## config.mk

```make
export PLATFORM = sky130hd
export DESIGN_NAME = a6s_sram_timing
export DESIGN_NICKNAME = d
export VERILOG_FILES = /design/src/design/a6s_pkg.sv /design/src/design/a6s_edge_retime.sv /design/src/design/a6s_sram_timing.sv
export SDC_FILE = /design/constraint.sdc
export NUM_CORES = 1
export LEC_CHECK = 0
export BUFFER_PORTS_ARGS = -buffer_cell sky130_fd_sc_hd__buf_2
export CAP_MARGIN = 5
export CORE_UTILIZATION = 40
export CTS_CLUSTER_SIZE = 12
export DETAILED_ROUTE_END_ITERATION = 8
export HOLD_SLACK_MARGIN = 0.1
export PLACE_DENSITY = 0.61
export SLEW_MARGIN = 10
export SYNTH_ARGS = -nofsm -noshare
export SYNTH_HDL_FRONTEND = slang
export SYNTH_SLANG_ARGS = --single-unit
```

## constraint.sdc

```tcl
create_clock -name aclk -period 6.2 [get_ports aclk]
set_clock_uncertainty 0.15 [all_clocks]
set_input_delay 1.86 -clock aclk [delete_from_list [all_inputs] [get_ports aclk]]
set_output_delay 1.86 -clock aclk [all_outputs]
set_load 0.005 [all_outputs]
```

## src/design/a6s_pkg.sv

```systemverilog
// package: register map, field layout, reset values and types for the area timing block
package a6s_pkg;

	// ==================================================================
	// register map
	localparam logic [7:0]  OFF_CFG    = 8'h00;
	localparam logic [7:0]  OFF_STAT   = 8'h04;
	localparam logic [1:0]  RESP_OKAY  = 2'h0;
	localparam logic [1:0]  RESP_DEC   = 2'h3;

	// ==================================================================
	// configuration fields
	localparam int          LSM_BIT    = 20;
	localparam int          SETUP_LO   = 11;
	localparam int          WR_LO      = 7;
	localparam int          MASK_BIT   = 6;
	localparam int          HOLD_LO    = 0;
	localparam logic [31:0] CFG_MASK   = 32'h0010_1fc3;
	localparam logic [31:0] CFG_RST    = 32'h0000_0500;
	localparam logic [3:0]  WR_RST     = 4'ha;

	// ==================================================================
	// status fields
	localparam int          STAT_BUSY  = 0;
	localparam int          STAT_WAIT  = 1;

	typedef enum logic [1:0] {
		S_IDLE,
		S_SETUP,
		S_STRB,
		S_HOLD
	} a6s_fsm_e;

	// ==================================================================
	// wait code to cycle count
	function automatic logic [4:0] wait_cycles(input logic [3:0] code);
		case (code)
			4'h7:    wait_cycles = 5'h08;
			4'h8:    wait_cycles = 5'h0a;
			4'h9:    wait_cycles = 5'h0c;
			4'ha:    wait_cycles = 5'h0e;
			4'hb:    wait_cycles = 5'h12;
			4'hc:    wait_cycles = 5'h18;
			4'hd,
			4'he,
			4'hf:    wait_cycles = 5'h18;
			default: wait_cycles = {1'b0, code};
		endcase
	endfunction : wait_cycles

endpackage : a6s_pkg

```

## src/design/a6s_edge_retime.sv

```systemverilog
// module: falling-edge retiming of the memory strobes
`timescale 1ns/100ps
module a6s_edge_retime
	import a6s_pkg::*;
(
	input  wire logic       aclk,
	input  wire logic       aresetn,
	input  wire logic       ce,
	input  wire logic       lsm,
	input  wire logic       cs,
	input  wire logic       strb,
	input  wire logic       wr,
	input  wire logic [3:0] lanes,
	output logic            read_strobe_n,
	output logic [3:0]      lane_select_n,
	output logic            direction_wr_n
);

	typedef struct packed {
		logic       rd_n;
		logic [3:0] ln_n;
		logic       dir_n;
	} a6s_edge_s;

	a6s_edge_s e_r;
	a6s_edge_s e_nxt;

	// ==================================================================
	// strobe shaping
	always_comb begin
		e_nxt      = e_r;
		e_nxt.rd_n = !(strb && !wr);
		if (!lsm) begin
			e_nxt.ln_n  = strb ? ~lanes : 4'hf;
			e_nxt.dir_n = !(cs && wr);
		end else begin
			e_nxt.ln_n  = cs ? ~lanes : 4'hf;
			e_nxt.dir_n = !(strb && wr);
		end
		if (!aresetn) begin
			e_nxt = '1;
		end
	end

	always_ff @(negedge aclk) begin
		if (!aresetn || ce) begin
			e_r <= e_nxt;
		end
	end

	assign read_strobe_n  = e_r.rd_n;
	assign lane_select_n  = e_r.ln_n;
	assign direction_wr_n = e_r.dir_n;
endmodule : a6s_edge_retime

```

## src/design/a6s_sram_timing.sv

```systemverilog
// module: area timing controller with register slave and memory pins
`timescale 1ns/100ps
// Function
// - reserved configuration bits read zero
// - mode clear: lane strobe pulses, direction level
// - mode set: lane level, direction pulses
// - strobe follows select by setup code
// - access wait count from four-bit code
// - wait code resets to 1010, others zero
// - wait mask gates external wait input
// - mask works with zero wait cycles
// - select negates after strobe by hold
module a6s_sram_timing
	import a6s_pkg::*;
#(
	parameter int SA_W = 24
) (
	input  wire logic            aclk,
	input  wire logic            aresetn,
	input  wire logic            ce,
	input  wire logic [7:0]      awaddr,
	input  wire logic            awvalid,
	output logic                 awready,
	input  wire logic [31:0]     wdata,
	input  wire logic [3:0]      wstrb,
	input  wire logic            wvalid,
	output logic                 wready,
	output logic [1:0]           bresp,
	output logic                 bvalid,
	input  wire logic            bready,
	input  wire logic [7:0]      araddr,
	input  wire logic            arvalid,
	output logic                 arready,
	output logic [31:0]          rdata,
	output logic [1:0]           rresp,
	output logic                 rvalid,
	input  wire logic            rready,
	input  wire logic            acc_req,
	input  wire logic            acc_write,
	input  wire logic [SA_W-1:0] acc_addr,
	input  wire logic [31:0]     acc_wdata,
	input  wire logic [3:0]      acc_lanes,
	output logic                 acc_busy,
	output logic                 acc_done,
	output logic [31:0]          acc_rdata,
	output logic [SA_W-1:0]      sram_addr,
	output logic                 chip_select_n,
	output logic                 read_strobe_n,
	output logic [3:0]           lane_select_n,
	output logic                 direction_wr_n,
	output logic [31:0]          dq_o,
	output logic                 dq_oe,
	input  wire logic [31:0]     dq_i,
	input  wire logic            ext_wait
);

	if (SA_W < 1 || SA_W > 32) begin : g_bad_width
		$error("SA_W out of range");
	end

	typedef struct packed {
		a6s_fsm_e        st;
		logic [4:0]      cnt;
		logic [31:0]     cfg;
		logic            lsm_l;
		logic [1:0]      setup_l;
		logic [3:0]      wr_l;
		logic            mask_l;
		logic [1:0]      hold_l;
		logic            cs_n;
		logic            strb;
		logic            wr;
		logic            oe;
		logic            busy;
		logic            done;
		logic            waited;
		logic [SA_W-1:0] addr;
		logic [31:0]     wdat;
		logic [3:0]      lanes;
		logic [31:0]     rdat;
		logic            wt1;
		logic            wt2;
		logic [31:0]     dq1;
		logic [31:0]     dq2;
		logic            aw_got;
		logic            w_got;
		logic [7:0]      awa;
		logic [31:0]     wd;
		logic [3:0]      ws;
		logic            awready;
		logic            wready;
		logic            bvalid;
		logic [1:0]      bresp;
		logic            arready;
		logic            rvalid;
		logic [1:0]      rresp;
		logic [31:0]     rdata;
	} a6s_state_s;

	a6s_state_s st_r;
	a6s_state_s st_nxt;

	// ==================================================================
	// next state
	always_comb begin
		st_nxt      = st_r;
		st_nxt.done = 1'b0;
		st_nxt.wt1  = ext_wait;
		st_nxt.wt2  = st_r.wt1;
		st_nxt.dq1  = dq_i;
		st_nxt.dq2  = st_r.dq1;

		// register write channel, address and data in either order
		if (awvalid && st_r.awready) begin
			st_nxt.aw_got = 1'b1;
			st_nxt.awa    = awaddr;
		end
		if (wvalid && st_r.wready) begin
			st_nxt.w_got = 1'b1;
			st_nxt.wd    = wdata;
			st_nxt.ws    = wstrb;
		end
		if (st_r.bvalid && bready) begin
			st_nxt.bvalid = 1'b0;
		end
		if (st_nxt.aw_got && st_nxt.w_got && !st_nxt.bvalid) begin
			st_nxt.aw_got = 1'b0;
			st_nxt.w_got  = 1'b0;
			st_nxt.bvalid = 1'b1;
			st_nxt.bresp  = RESP_OKAY;
			if (st_nxt.awa == OFF_CFG) begin
				for (int i = 0; i < 4; i++) begin
					if (st_nxt.ws[i]) begin
						st_nxt.cfg[8*i +: 8] = st_nxt.wd[8*i +: 8];
					end
				end
				st_nxt.cfg = st_nxt.cfg & CFG_MASK;
			end else if (st_nxt.awa != OFF_STAT) begin
				st_nxt.bresp = RESP_DEC;
			end
		end
		st_nxt.awready = !st_nxt.aw_got && !st_nxt.bvalid;
		st_nxt.wready  = !st_nxt.w_got && !st_nxt.bvalid;

		// register read channel
		if (st_r.rvalid && rready) begin
			st_nxt.rvalid = 1'b0;
		end
		if (arvalid && st_r.arready) begin
			st_nxt.rvalid = 1'b1;
			st_nxt.rresp  = RESP_OKAY;
			st_nxt.rdata  = 32'h0000_0000;
			case (araddr)
				OFF_CFG:  st_nxt.rdata = st_r.cfg & CFG_MASK;
				OFF_STAT: begin
					st_nxt.rdata[STAT_BUSY] = st_r.busy;
					st_nxt.rdata[STAT_WAIT] = st_r.waited;
				end
				default:  st_nxt.rresp = RESP_DEC;
			endcase
		end
		st_nxt.arready = !st_nxt.rvalid;

		// access sequencer
		case (st_r.st)
			S_IDLE: begin
				if (acc_req) begin
					st_nxt.lsm_l   = st_r.cfg[LSM_BIT];
					st_nxt.setup_l = st_r.cfg[SETUP_LO +: 2];
					st_nxt.wr_l    = st_r.cfg[WR_LO +: 4];
					st_nxt.mask_l  = st_r.cfg[MASK_BIT];
					st_nxt.hold_l  = st_r.cfg[HOLD_LO +: 2];
					st_nxt.addr   = acc_addr;
					st_nxt.wdat   = acc_wdata;
					st_nxt.lanes  = acc_lanes;
					st_nxt.wr     = acc_write;
					st_nxt.oe     = acc_write;
					st_nxt.cs_n   = 1'b0;
					st_nxt.busy   = 1'b1;
					st_nxt.waited = 1'b0;
					if (st_r.cfg[SETUP_LO +: 2] == 2'h0) begin
						st_nxt.strb = 1'b1;
						st_nxt.st   = S_STRB;
						st_nxt.cnt  = wait_cycles(st_r.cfg[WR_LO +: 4]);
					end else begin
						st_nxt.st  = S_SETUP;
						st_nxt.cnt = {3'h0, st_r.cfg[SETUP_LO +: 2]};
					end
				end
			end
			S_SETUP: begin
				if (st_r.cnt == 5'h01) begin
					st_nxt.strb = 1'b1;
					st_nxt.st   = S_STRB;
					st_nxt.cnt  = wait_cycles(st_r.wr_l);
				end else begin
					st_nxt.cnt = st_r.cnt - 5'h01;
				end
			end
			S_STRB: begin
				if (st_r.cnt != 5'h00) begin
					st_nxt.cnt = st_r.cnt - 5'h01;
				end else if (st_r.wt2 && !st_r.mask_l) begin
					st_nxt.waited = 1'b1;
				end else begin
					st_nxt.strb = 1'b0;
					st_nxt.rdat = st_r.dq2;
					st_nxt.st   = S_HOLD;
					st_nxt.cnt  = {3'h0, st_r.hold_l};
				end
			end
			S_HOLD: begin
				if (st_r.cnt == 5'h00) begin
					st_nxt.cs_n = 1'b1;
					st_nxt.oe   = 1'b0;
					st_nxt.busy = 1'b0;
					st_nxt.done = 1'b1;
					st_nxt.st   = S_IDLE;
				end else begin
					st_nxt.cnt = st_r.cnt - 5'h01;
				end
			end
			default: st_nxt.st = S_IDLE;
		endcase

		if (!aresetn) begin
			st_nxt         = '0;
			st_nxt.st      = S_IDLE;
			st_nxt.cfg     = CFG_RST;
			st_nxt.cs_n    = 1'b1;
			st_nxt.awready = 1'b1;
			st_nxt.wready  = 1'b1;
			st_nxt.arready = 1'b1;
		end
	end

	always_ff @(posedge aclk) begin
		if (!aresetn || ce) begin
			st_r <= st_nxt;
		end
	end

	// ==================================================================
	// outputs
	assign awready       = st_r.awready;
	assign wready        = st_r.wready;
	assign bvalid        = st_r.bvalid;
	assign bresp         = st_r.bresp;
	assign arready       = st_r.arready;
	assign rvalid        = st_r.rvalid;
	assign rresp         = st_r.rresp;
	assign rdata         = st_r.rdata;
	assign acc_busy      = st_r.busy;
	assign acc_done      = st_r.done;
	assign acc_rdata     = st_r.rdat;
	assign sram_addr     = st_r.addr;
	assign chip_select_n = st_r.cs_n;
	assign dq_o          = st_r.wdat;
	assign dq_oe         = st_r.oe;

	a6s_edge_retime u_edge (
		.aclk           (aclk),
		.aresetn        (aresetn),
		.ce             (ce),
		.lsm            (st_r.lsm_l),
		.cs             (!st_r.cs_n),
		.strb           (st_r.strb),
		.wr             (st_r.wr),
		.lanes          (st_r.lanes),
		.read_strobe_n  (read_strobe_n),
		.lane_select_n  (lane_select_n),
		.direction_wr_n (direction_wr_n)
	);

	// ==================================================================
	// checks
	logic [7:0] gap_c;
	logic [7:0] len_c;
	logic [7:0] hold_c;

	always_ff @(posedge aclk) begin
		if (!aresetn) begin
			gap_c  <= 8'h00;
			len_c  <= 8'h00;
			hold_c <= 8'h00;
		end else if (ce) begin
			gap_c  <= (st_r.cs_n && !st_nxt.cs_n) ? 8'h00 : gap_c + 8'h01;
			len_c  <= (!st_r.strb && st_nxt.strb) ? 8'h00 : len_c + 8'h01;
			hold_c <= (st_r.strb && !st_nxt.strb) ? 8'h00 : hold_c + 8'h01;
		end
	end
endmodule : a6s_sram_timing

```

==> results.json, run 1 <==
{
  "hold_viol_final": 0,
  "portBuffers": 248,
  "worstPathArrival_ps": 4190,
  "timing.setup.tns_ps": -3.77,
  "async_flop_share": 0,
  "cts_tree": "built",
  "cp.required_ps": 4190,
  "htreeDepth": 1,
  "total_power_mw": 4.18,
  "peakVddDrop_uv": 184,
  "post_dp_cell_area_um2": 11400,
  "path_buf_inv": 1,
  "worst-r2r-cell-count": 4,
  "crit_fanout": 1,
  "drive_above_1_share": 0.313,
  "synth.distinct_cells": 48,
  "grt_pass1_vias": 5708,
  "grt_max_degree": 82,
  "slew_headroom": 0.278,
  "die_h_um": 164,
  "p_leak_nw": 5.11,
  "crit_type": "register to output pin",
  "yosys_warnings": 0,
  "outcome": "finished, violations left",
  "end_kind": "output pin",
  "min-delay-path-class": "register to register",
  "wl_per_cell_um": 15.7,
  "crit_slowest_cell": "edfxtp_1",
  "final_area_um2": 12200,
  "drc": 0,
  "ant_nets": 0,
  "startpoint_type": "register",
  "synth-seq-cells": 236,
  "yosysTopAreaCell": "edfxtp_1",
  "synthTopCellsByArea": "edfxtp_1 67%, and2_1 10%, buf_4 8.8%, mux2i_1 1.4%, nor2_1 1.4%",
  "grt_pass1_wl_um": 30900,
  "rows": 59,
  "grt.overflow.total": 0,
  "switching_power_mw": 1.03,
  "seq_power_share": 0.492,
  "synth_top_cell_area_share": 0.672,
  "dieArea_um2": 27000,
  "coreArea_um2": 26000,
  "die_w_um": 164,
  "post-dp-hpwl_um": 14000,
  "synthFlopType": "edfxtp_1",
  "fin_nets": 1114,
  "p_per_area_nw_per_um2": 342,
  "synth-edff-count": 236,
  "ioPinCount": 294,
  "vias_per_cell": 4.62,
  "clk_latency_ps": 530,
  "grt_usage": 0.148,
  "critical_path_depth": 1,
  "vias": 6032,
  "clockBufferDepth": 3,
  "power.internal_mw": 3.16,
  "cts_sinks": 236,
  "wl_um": 20600,
  "yosysSeqAreaShare": 0.672,
  "syn_area_um2": 10600,
  "cts_buffers": 26,
  "violations": "negative setup slack",
  "rsz0062_at_grt": "yes",
  "root_buffer": "clkbuf_16",
  "avgSynthCellArea_um2": 13.3,
  "whs_path_depth": 1,
  "switching_share": 0.246,
  "fill_cells": 2334,
  "worst_pin_slew_ps": 1080,
  "syn_inst": 796,
  "cp_top_family": "flip-flops",
  "fin_ws_ps": -3.56,
  "power_frac_comb": 0.136,
  "drt_iter0_drc": 370,
  "dr.pass1.iters": 5,
  "cp_cell_sequence": "buf_2",
  "start_util": 0.406,
  "clkTransAtPathRegs_ps": 60,
  "pwr-share-clk": 0.372,
  "maxCapViolCount": 0,
  "antenna_found_initial": 4,
  "gp_congestion": 0.819,
  "final_max_slew_viol_count": 0,
  "area_growth_pct": 16.0,
  "max_stage_delay_ps": 380,
  "setup_violations": 2
}
[what timing repair did]
item / 4_1_cts / 5_1_grt
buffers inserted: 0 / 0
cloned: 0 / 0
gates resized for setup: 0 / 0
setup endpoints to repair: 2 / 6
hold buffers: 0 / 0
pin swaps: 0 / 0
[cell type report]
class	count	area, um2	share of cell area
antenna	1	2.50	0.000204
clock buffer	38	801	0.0654
clock inverter	14	90.1	0.00736
inverter	16	60.1	0.00491
sequential	236	7090	0.579
timing repair buffer	257	1320	0.108
tap	335	419	0.0342
multi-input combinational	409	2460	0.201
[metrics by stage]
step / setup slack [ps] / util / hold WS (ps) / instances
finish: -3.56 / 0.471 / 367 / 1306
detailed placement: 260 / 0.437 / 360 / 1254
floorplan: -300 / - / 353 / 817
CTS: -42.2 / 0.471 / 373 / 1305
global route: -65.7 / 0.471 / 386 / 1305
global placement: 263 / 0.437 / 354 / 1254
[cell usage after synthesis, drive strengths merged (2+ instances only)]
master and count:
inv 17, ha 7, nor3 11, nand3 11, nor4 3, or4 2, o211ai 2, or4b 2
nand3b 3, buf 128, nand2 38, o21ai 13, nor4b 2, o31ai 2, nor2 40, and2 169
edfxtp 236, a211oi 8, a21oi 20, a211o 2, o21a 2, xor2 3, clkbuf 27, and3 4
or3 2, nor2b 3, mux2i 15, a31oi 4, nand2b 5
[path summary, 6_finish.rpt]
kind | start | endpoint | slack, ps
setup / recovery | u_edge.direction_wr_n | direction_wr_n | -4
hold / removal | st_r[106] | acc_rdata[19] | 370
setup reg to reg | st_r[250] | u_edge.lane_select_n[2] | 1830
hold reg to reg | st_r[106] | acc_rdata[19] | 370
[cells in the final DEF (no fill, tap or decap), types with 2 or more instances in the layout]
master,netlist,final
buf_4,124,9
conb_1,1,22
nor4_1,3,3
mux2i_1,15,15
o21ai_0,13,13
and2_1,169,169
clkbuf_16,0,30
o211ai_1,2,2
a211oi_1,8,8
xor2_1,3,3
clkbuf_8,0,2
nand3_1,11,11
ha_1,7,7
nor2b_1,3,3
a31oi_1,4,4
o21a_1,2,2
a21oi_1,20,20
nand3b_1,3,3
or3_1,2,2
nand2_1,38,37
buf_2,0,247
nor3_1,11,11
edfxtp_1,236,236
nand2b_1,5,4
clkbuf_1,27,6
nor2_1,40,40
inv_1,17,22
and3_1,4,4
a211o_1,2,2
clkinv_2,0,4
[power by group through the flow]
stage / clock network [mW] / registers [mW] / logic (mW)
after floorplan: 0.00689 / 2.07 / 0.438
after global placement: 0.00689 / 2.08 / 0.564
after detailed placement: 0.00689 / 2.09 / 0.572
after CTS: 1.60 / 2.06 / 0.574
after global routing: 1.67 / 2.08 / 0.642
final: 1.56 / 2.06 / 0.570
[cells by family after synthesis]
family | share of synthesized area
fa+ha+maj | 0.00830
flops | 0.672
mux | 0.0153
simple gates | 0.159
xor+xnor | 0.00249
buf+inv | 0.105
compound gates | 0.0377
other cells | 0.000355
[flip-flops by register name (all words and copies together) (netlist names), 4 cells and up]
signal / count
rdata: 10
st_r: 121
dq_o: 32
acc_rdata: 32
u_edge.lane_select_n: 4
sram_addr: 24
[metal layers]
metal | vias to the layer above | part of all wire | global-route usage
li1 | 2946 | - | -
met1 | 2830 | 0.42 | 0.192
met2 | 218 | 0.48 | 0.244
met3 | 34 | 0.081 | 0.0384
met4 | 4 | 0.020 | 0.0434
met5 | - | 0.0011 | 0
(Power assumes the default switching activity.)
==> run 2, diff against run 1 <==
HOLD_SLACK_MARGIN = default   (was 0.1)
clock period = 7.1 ns   (was 6.2 ns; I/O delays follow)
==> run 2 against run 1 <==
Compared with the run above: the flow now finishes without violations; sequential power decreased by 13%; global-route usage decreased by 0.24 points; sequential share of layout area increased by 0.43 points; combinational power decreased by 13%; cell count increased by 0.15%; highest routed layer unchanged.
==> results.json, run 2 (same netlist as run 1, synthesis figures left out) <==
{
  "cp.required_ps": 4820,
  "hold_viol_final": 0,
  "clk_latency_ps": 520,
  "outcome": "completed",
  "cts_setup_buffers": 0,
  "grt.overflow.total": 0,
  "path_buf_inv": 1,
  "grt_max_degree": 102,
  "cts_tree": "built",
  "total_power_mw": 3.55,
  "start_util": 0.406,
  "final_area_um2": 12200,
  "vias": 5979,
  "portBuffers": 248,
  "wl_per_cell_um": 15.5,
  "maxCapViolCount": 0,
  "hold-worst-slack_ps": 370,
  "cts_resized": 0,
  "crit_slowest_cell": "edfxtp_1",
  "grt_pass1_vias": 5653,
  "area_growth_pct": 15.2,
  "die_h_um": 164,
  "routed.top_layer": "met5",
  "dr_wl_met3_um": 1690,
  "place_ws_ps": 380,
  "die_w_um": 164,
  "clockBufferDepth": 3,
  "min-delay-start": "st_r[107]",
  "antenna_found_initial": 6,
  "coreArea_um2": 26000,
  "ant_nets": 0,
  "root_buffer": "clkbuf_16",
  "max_stage_delay_ps": 380,
  "post-dp-hpwl_um": 14000,
  "cts_buffers": 26,
  "post_dp_cell_area_um2": 11300,
  "cp_top_family": "flip-flops",
  "rsz0062_at_grt": "no",
  "dieArea_um2": 27000,
  "cp_cell_sequence": "buf_2",
  "worstPathArrival_ps": 4650,
  "dr.pass1.iters": 4,
  "fin_nets": 1115,
  "fin_ws_ps": 168,
  "cp-startpoint": "u_edge.direction_wr_n",
  "mostFrequentLayoutCells": "247 x buf_2, 236 x edfxtp_1, 169 x and2_1",
  "met2WireLength_um": 9650,
  "setup_violations": 0,
  "crit_type": "register to output pin",
  "grt_usage": 0.146,
  "final_max_slew_viol_count": 0,
  "min-delay-path-class": "register to register",
  "p_per_area_nw_per_um2": 292,
  "end_kind": "output pin",
  "cts_hold_buf": 0,
  "wl_um": 20300,
  "layout_commonest_cell": "buf_2",
  "drc": 0,
  "drive_above_1_share": 0.308,
  "wl_met1_um": 8510,
  "rows": 59,
  "largest_reg_flops": 121,
  "gp_congestion": 0.853,
  "placed_cells": 1255,
  "grt_pass1_wl_um": 30300,
  "vias_per_cell": 4.57,
  "clkTransAtPathRegs_ps": 60,
  "p_leak_nw": 5.07,
  "ioPinCount": 294,
  "cts_sinks": 236,
  "timing.rr.start": "st_r[261]",
  "crit_fanout": 1,
  "drt_iter0_drc": 390,
  "worst_pin_slew_ps": 1050,
  "htreeDepth": 1,
  "final_cells": 1308,
  "peakVddDrop_uv": 160,
  "startpoint_type": "register",
  "slew_headroom": 0.290,
  "regMostFlops": "st_r"
}
-- run 2: area by class of cell --
type / count / area, um2
sequential: 236 / 7090
antenna: 2 / 5.00
timing repair buffer: 258 / 1320
clock buffer: 32 / 694
fill: 2344 / 13800
multi-input combinational: 409 / 2460
clock inverter: 20 / 108
tap: 335 / 419
inverter: 16 / 60.1
-- run 2: through the flow --
| stage | util | setup TNS [ps] |
|---|---|---|
| 2_1_floorplan | - | -717 |
| 3_3_place_gp | 0.437 | 0 |
| 3_5_place_dp | 0.437 | 0 |
| 4_1_cts | 0.467 | 0 |
| 5_1_grt | 0.467 | 0 |
| 6_report | 0.468 | 0 |
-- run 2: routing by layer --
| metal | GRT usage | vias to the layer above |
|---|---|---|
| li1 | - | 2953 |
| met4 | 0.0430 | 4 |
| met1 | 0.188 | 2773 |
| met3 | 0.0384 | 35 |
| met5 | 0 | - |
| met2 | 0.240 | 214 |
-- run 2: path summary, 6_finish.rpt --
| kind | end | slack (ps) | depth (start not counted) |
|---|---|---|---|
| max | direction_wr_n | 170 | 1 |
| min | acc_rdata[20] | 370 | 1 |
| max reg2reg | u_edge.lane_select_n[2] | 2220 | 3 |
| min reg2reg | acc_rdata[20] | 370 | 1 |
-- run 2: power by group --
group / leakage (nW) / switching, mW / internal (mW)
clock: 0.413 / 0.533 / 0.727
combinational: 2.19 / 0.287 / 0.207
sequential: 2.46 / 0.0688 / 1.73
total: 5.07 / 0.889 / 2.66
==> run 3, diff against run 2 <==
RECOVER_POWER = 100   (was default)
==> run 3 against run 2 <==
Compared with the run above: the flow now finishes with violations (max-capacitance violations, max-slew violations); total power is 0.45% lower; sequential cell count unchanged; combinational power fell by 4%; worst hold slack better by 0.78 ps; clock-buffer cell count is the same; core utilization fell by 0.63 points; non-clock buffer count unchanged; highest routed layer unchanged.
==> results.json, run 3 (same netlist as run 1, synthesis figures left out) <==
{
  "outcome": "finished, violations left",
  "violations": "max-capacitance violations, max-slew violations",
  "drt_iter0_drc": 368,
  "grt.overflow.total": 0,
  "gp_congestion": 0.853,
  "cts_buffers": 26,
  "slew_headroom": -0.236,
  "area_growth_pct": 13.6,
  "critical_path_depth": 1,
  "die_h_um": 164,
  "worst-r2r-cell-count": 3,
  "worstPathArrival_ps": 4650,
  "r2r_end": "u_edge.lane_select_n[2]",
  "drive_above_1_share": 0.206,
  "cts_setup_buffers": 0,
  "fin_nets": 1115,
  "worst_pin_slew_ps": 1850,
  "power_frac_comb": 0.135,
  "clk_latency_ps": 530,
  "grt_pass1_vias": 5653,
  "rows": 59,
  "cts_sinks": 236,
  "rsz0062_at_grt": "no",
  "portBuffers": 248,
  "cp.required_ps": 4820,
  "layout_commonest_cell": "edfxtp_1",
  "crit_fanout": 1,
  "vias": 5981,
  "min-delay-path-class": "register to register",
  "cp_top_family": "flip-flops",
  "timing.rr.start": "st_r[261]",
  "crit_slowest_cell": "edfxtp_1",
  "post-dp-hpwl_um": 14000,
  "maxCapViolCount": 5,
  "place_ws_ps": 380,
  "power.internal_mw": 2.65,
  "grt_usage": 0.146,
  "start_util": 0.406,
  "vias_per_cell": 4.57,
  "cp-startpoint": "u_edge.direction_wr_n",
  "grt_max_degree": 102,
  "ioPinCount": 294,
  "end_kind": "output pin",
  "antenna_found_initial": 5,
  "htreeDepth": 1,
  "cts_hold_buf": 0,
  "final_max_slew_viol_count": 335,
  "drc": 0,
  "mostFrequentLayoutCells": "236 x edfxtp_1, 157 x buf_2, 102 x clkbuf_1",
  "critPathCapture": "direction_wr_n",
  "switching_power_mw": 0.888,
  "clockBufferDepth": 3,
  "wl_per_cell_um": 15.6,
  "switching_share": 0.251,
  "regMostFlops": "st_r",
  "fin_ws_ps": 165,
  "grt_pass1_wl_um": 30300,
  "peakVddDrop_uv": 159,
  "cts_resized": 0,
  "ant_nets": 0,
  "hold_viol_final": 0,
  "pwr-share-clk": 0.356,
  "p_per_area_nw_per_um2": 295,
  "fill_cells": 2399,
  "cp_cell_sequence": "buf_2",
  "crit_type": "register to output pin",
  "cts_tree": "built",
  "seq_power_share": 0.510,
  "startpoint_type": "register",
  "path_buf_inv": 1,
  "dieArea_um2": 27000,
  "p_leak_nw": 4.68,
  "dr.pass1.iters": 4,
  "r2r_slack_ps": 2160,
  "largest_reg_flops": 121,
  "clkTransAtPathRegs_ps": 60,
  "max_stage_delay_ps": 390,
  "root_buffer": "clkbuf_16",
  "hold-worst-slack_ps": 371,
  "wl_um": 20400,
  "setup_violations": 0,
  "die_w_um": 164,
  "coreArea_um2": 26000
}
==> run 3: cell count changes in the layout (fill, tap and decap cells not counted), moves of 3 or more <==
cell / before / now
and2_0: 0 / 81
buf_2: 247 / 157
clkbuf_2: 0 / 3
buf_4: 11 / 1
clkbuf_1: 5 / 102
and2_1: 169 / 88
==> run 3: power groups by stage <==
stage	logic (mW)	clock network, mW	registers [mW]
after global placement	0.491	0.00601	1.82
after detailed placement	0.498	0.00601	1.83
after floorplan	0.383	0.00601	1.81
after global routing	0.535	1.35	1.82
final	0.476	1.26	1.80
after CTS	0.500	1.30	1.80
==> run 3: final cells by class <==
type	instances	area (um2)	area share
sequential	236	7090	0.591
tap	335	419	0.0350
clock buffer	32	694	0.0579
clock inverter	20	108	0.00898
inverter	16	60.1	0.00501
timing repair buffer	258	1170	0.0978
antenna	2	5.00	0.000417
multi-input combinational	409	2440	0.204
==> run 3: metrics by stage <==
step / cells / TNS [ps] / power, mW / area, um2 / util
finish: 1308 / 0 / 3.54 / 12000 / 0.461
global route: 1306 / 0 / 3.70 / 12000 / 0.461
CTS: 1306 / 0 / 3.60 / 12100 / 0.467
detailed placement: 1255 / 0 / 2.33 / 11300 / 0.437
global placement: 1255 / 0 / 2.32 / 11300 / 0.437
floorplan: 817 / -717 / 2.20 / 10700 / -
==> run 3: worst min-delay path by stage <==
| stage | start | endpoint | depth (start not counted) |
|---|---|---|---|
| 6_report | st_r[107] | acc_rdata[20] | 1 |
| 5_1_grt | st_r[136] | st_r[104] | 1 |
| 4_1_cts | st_r[117] | acc_rdata[30] | 1 |
| 3_5_place_dp | st_r[117] | acc_rdata[30] | 1 |
| 3_3_place_gp | st_r[131] | st_r[99] | 1 |
| 2_1_floorplan | st_r[87] | acc_rdata[0] | 1 |
==> run 3: metal layers <==
metal  up-vias  GRT usage  share of wire
li1       2951          -              -
met1      2768      0.188           0.42
met2       223      0.240           0.47
met3        35     0.0384          0.087
met4         4     0.0430          0.020
met5         -          0        0.00088
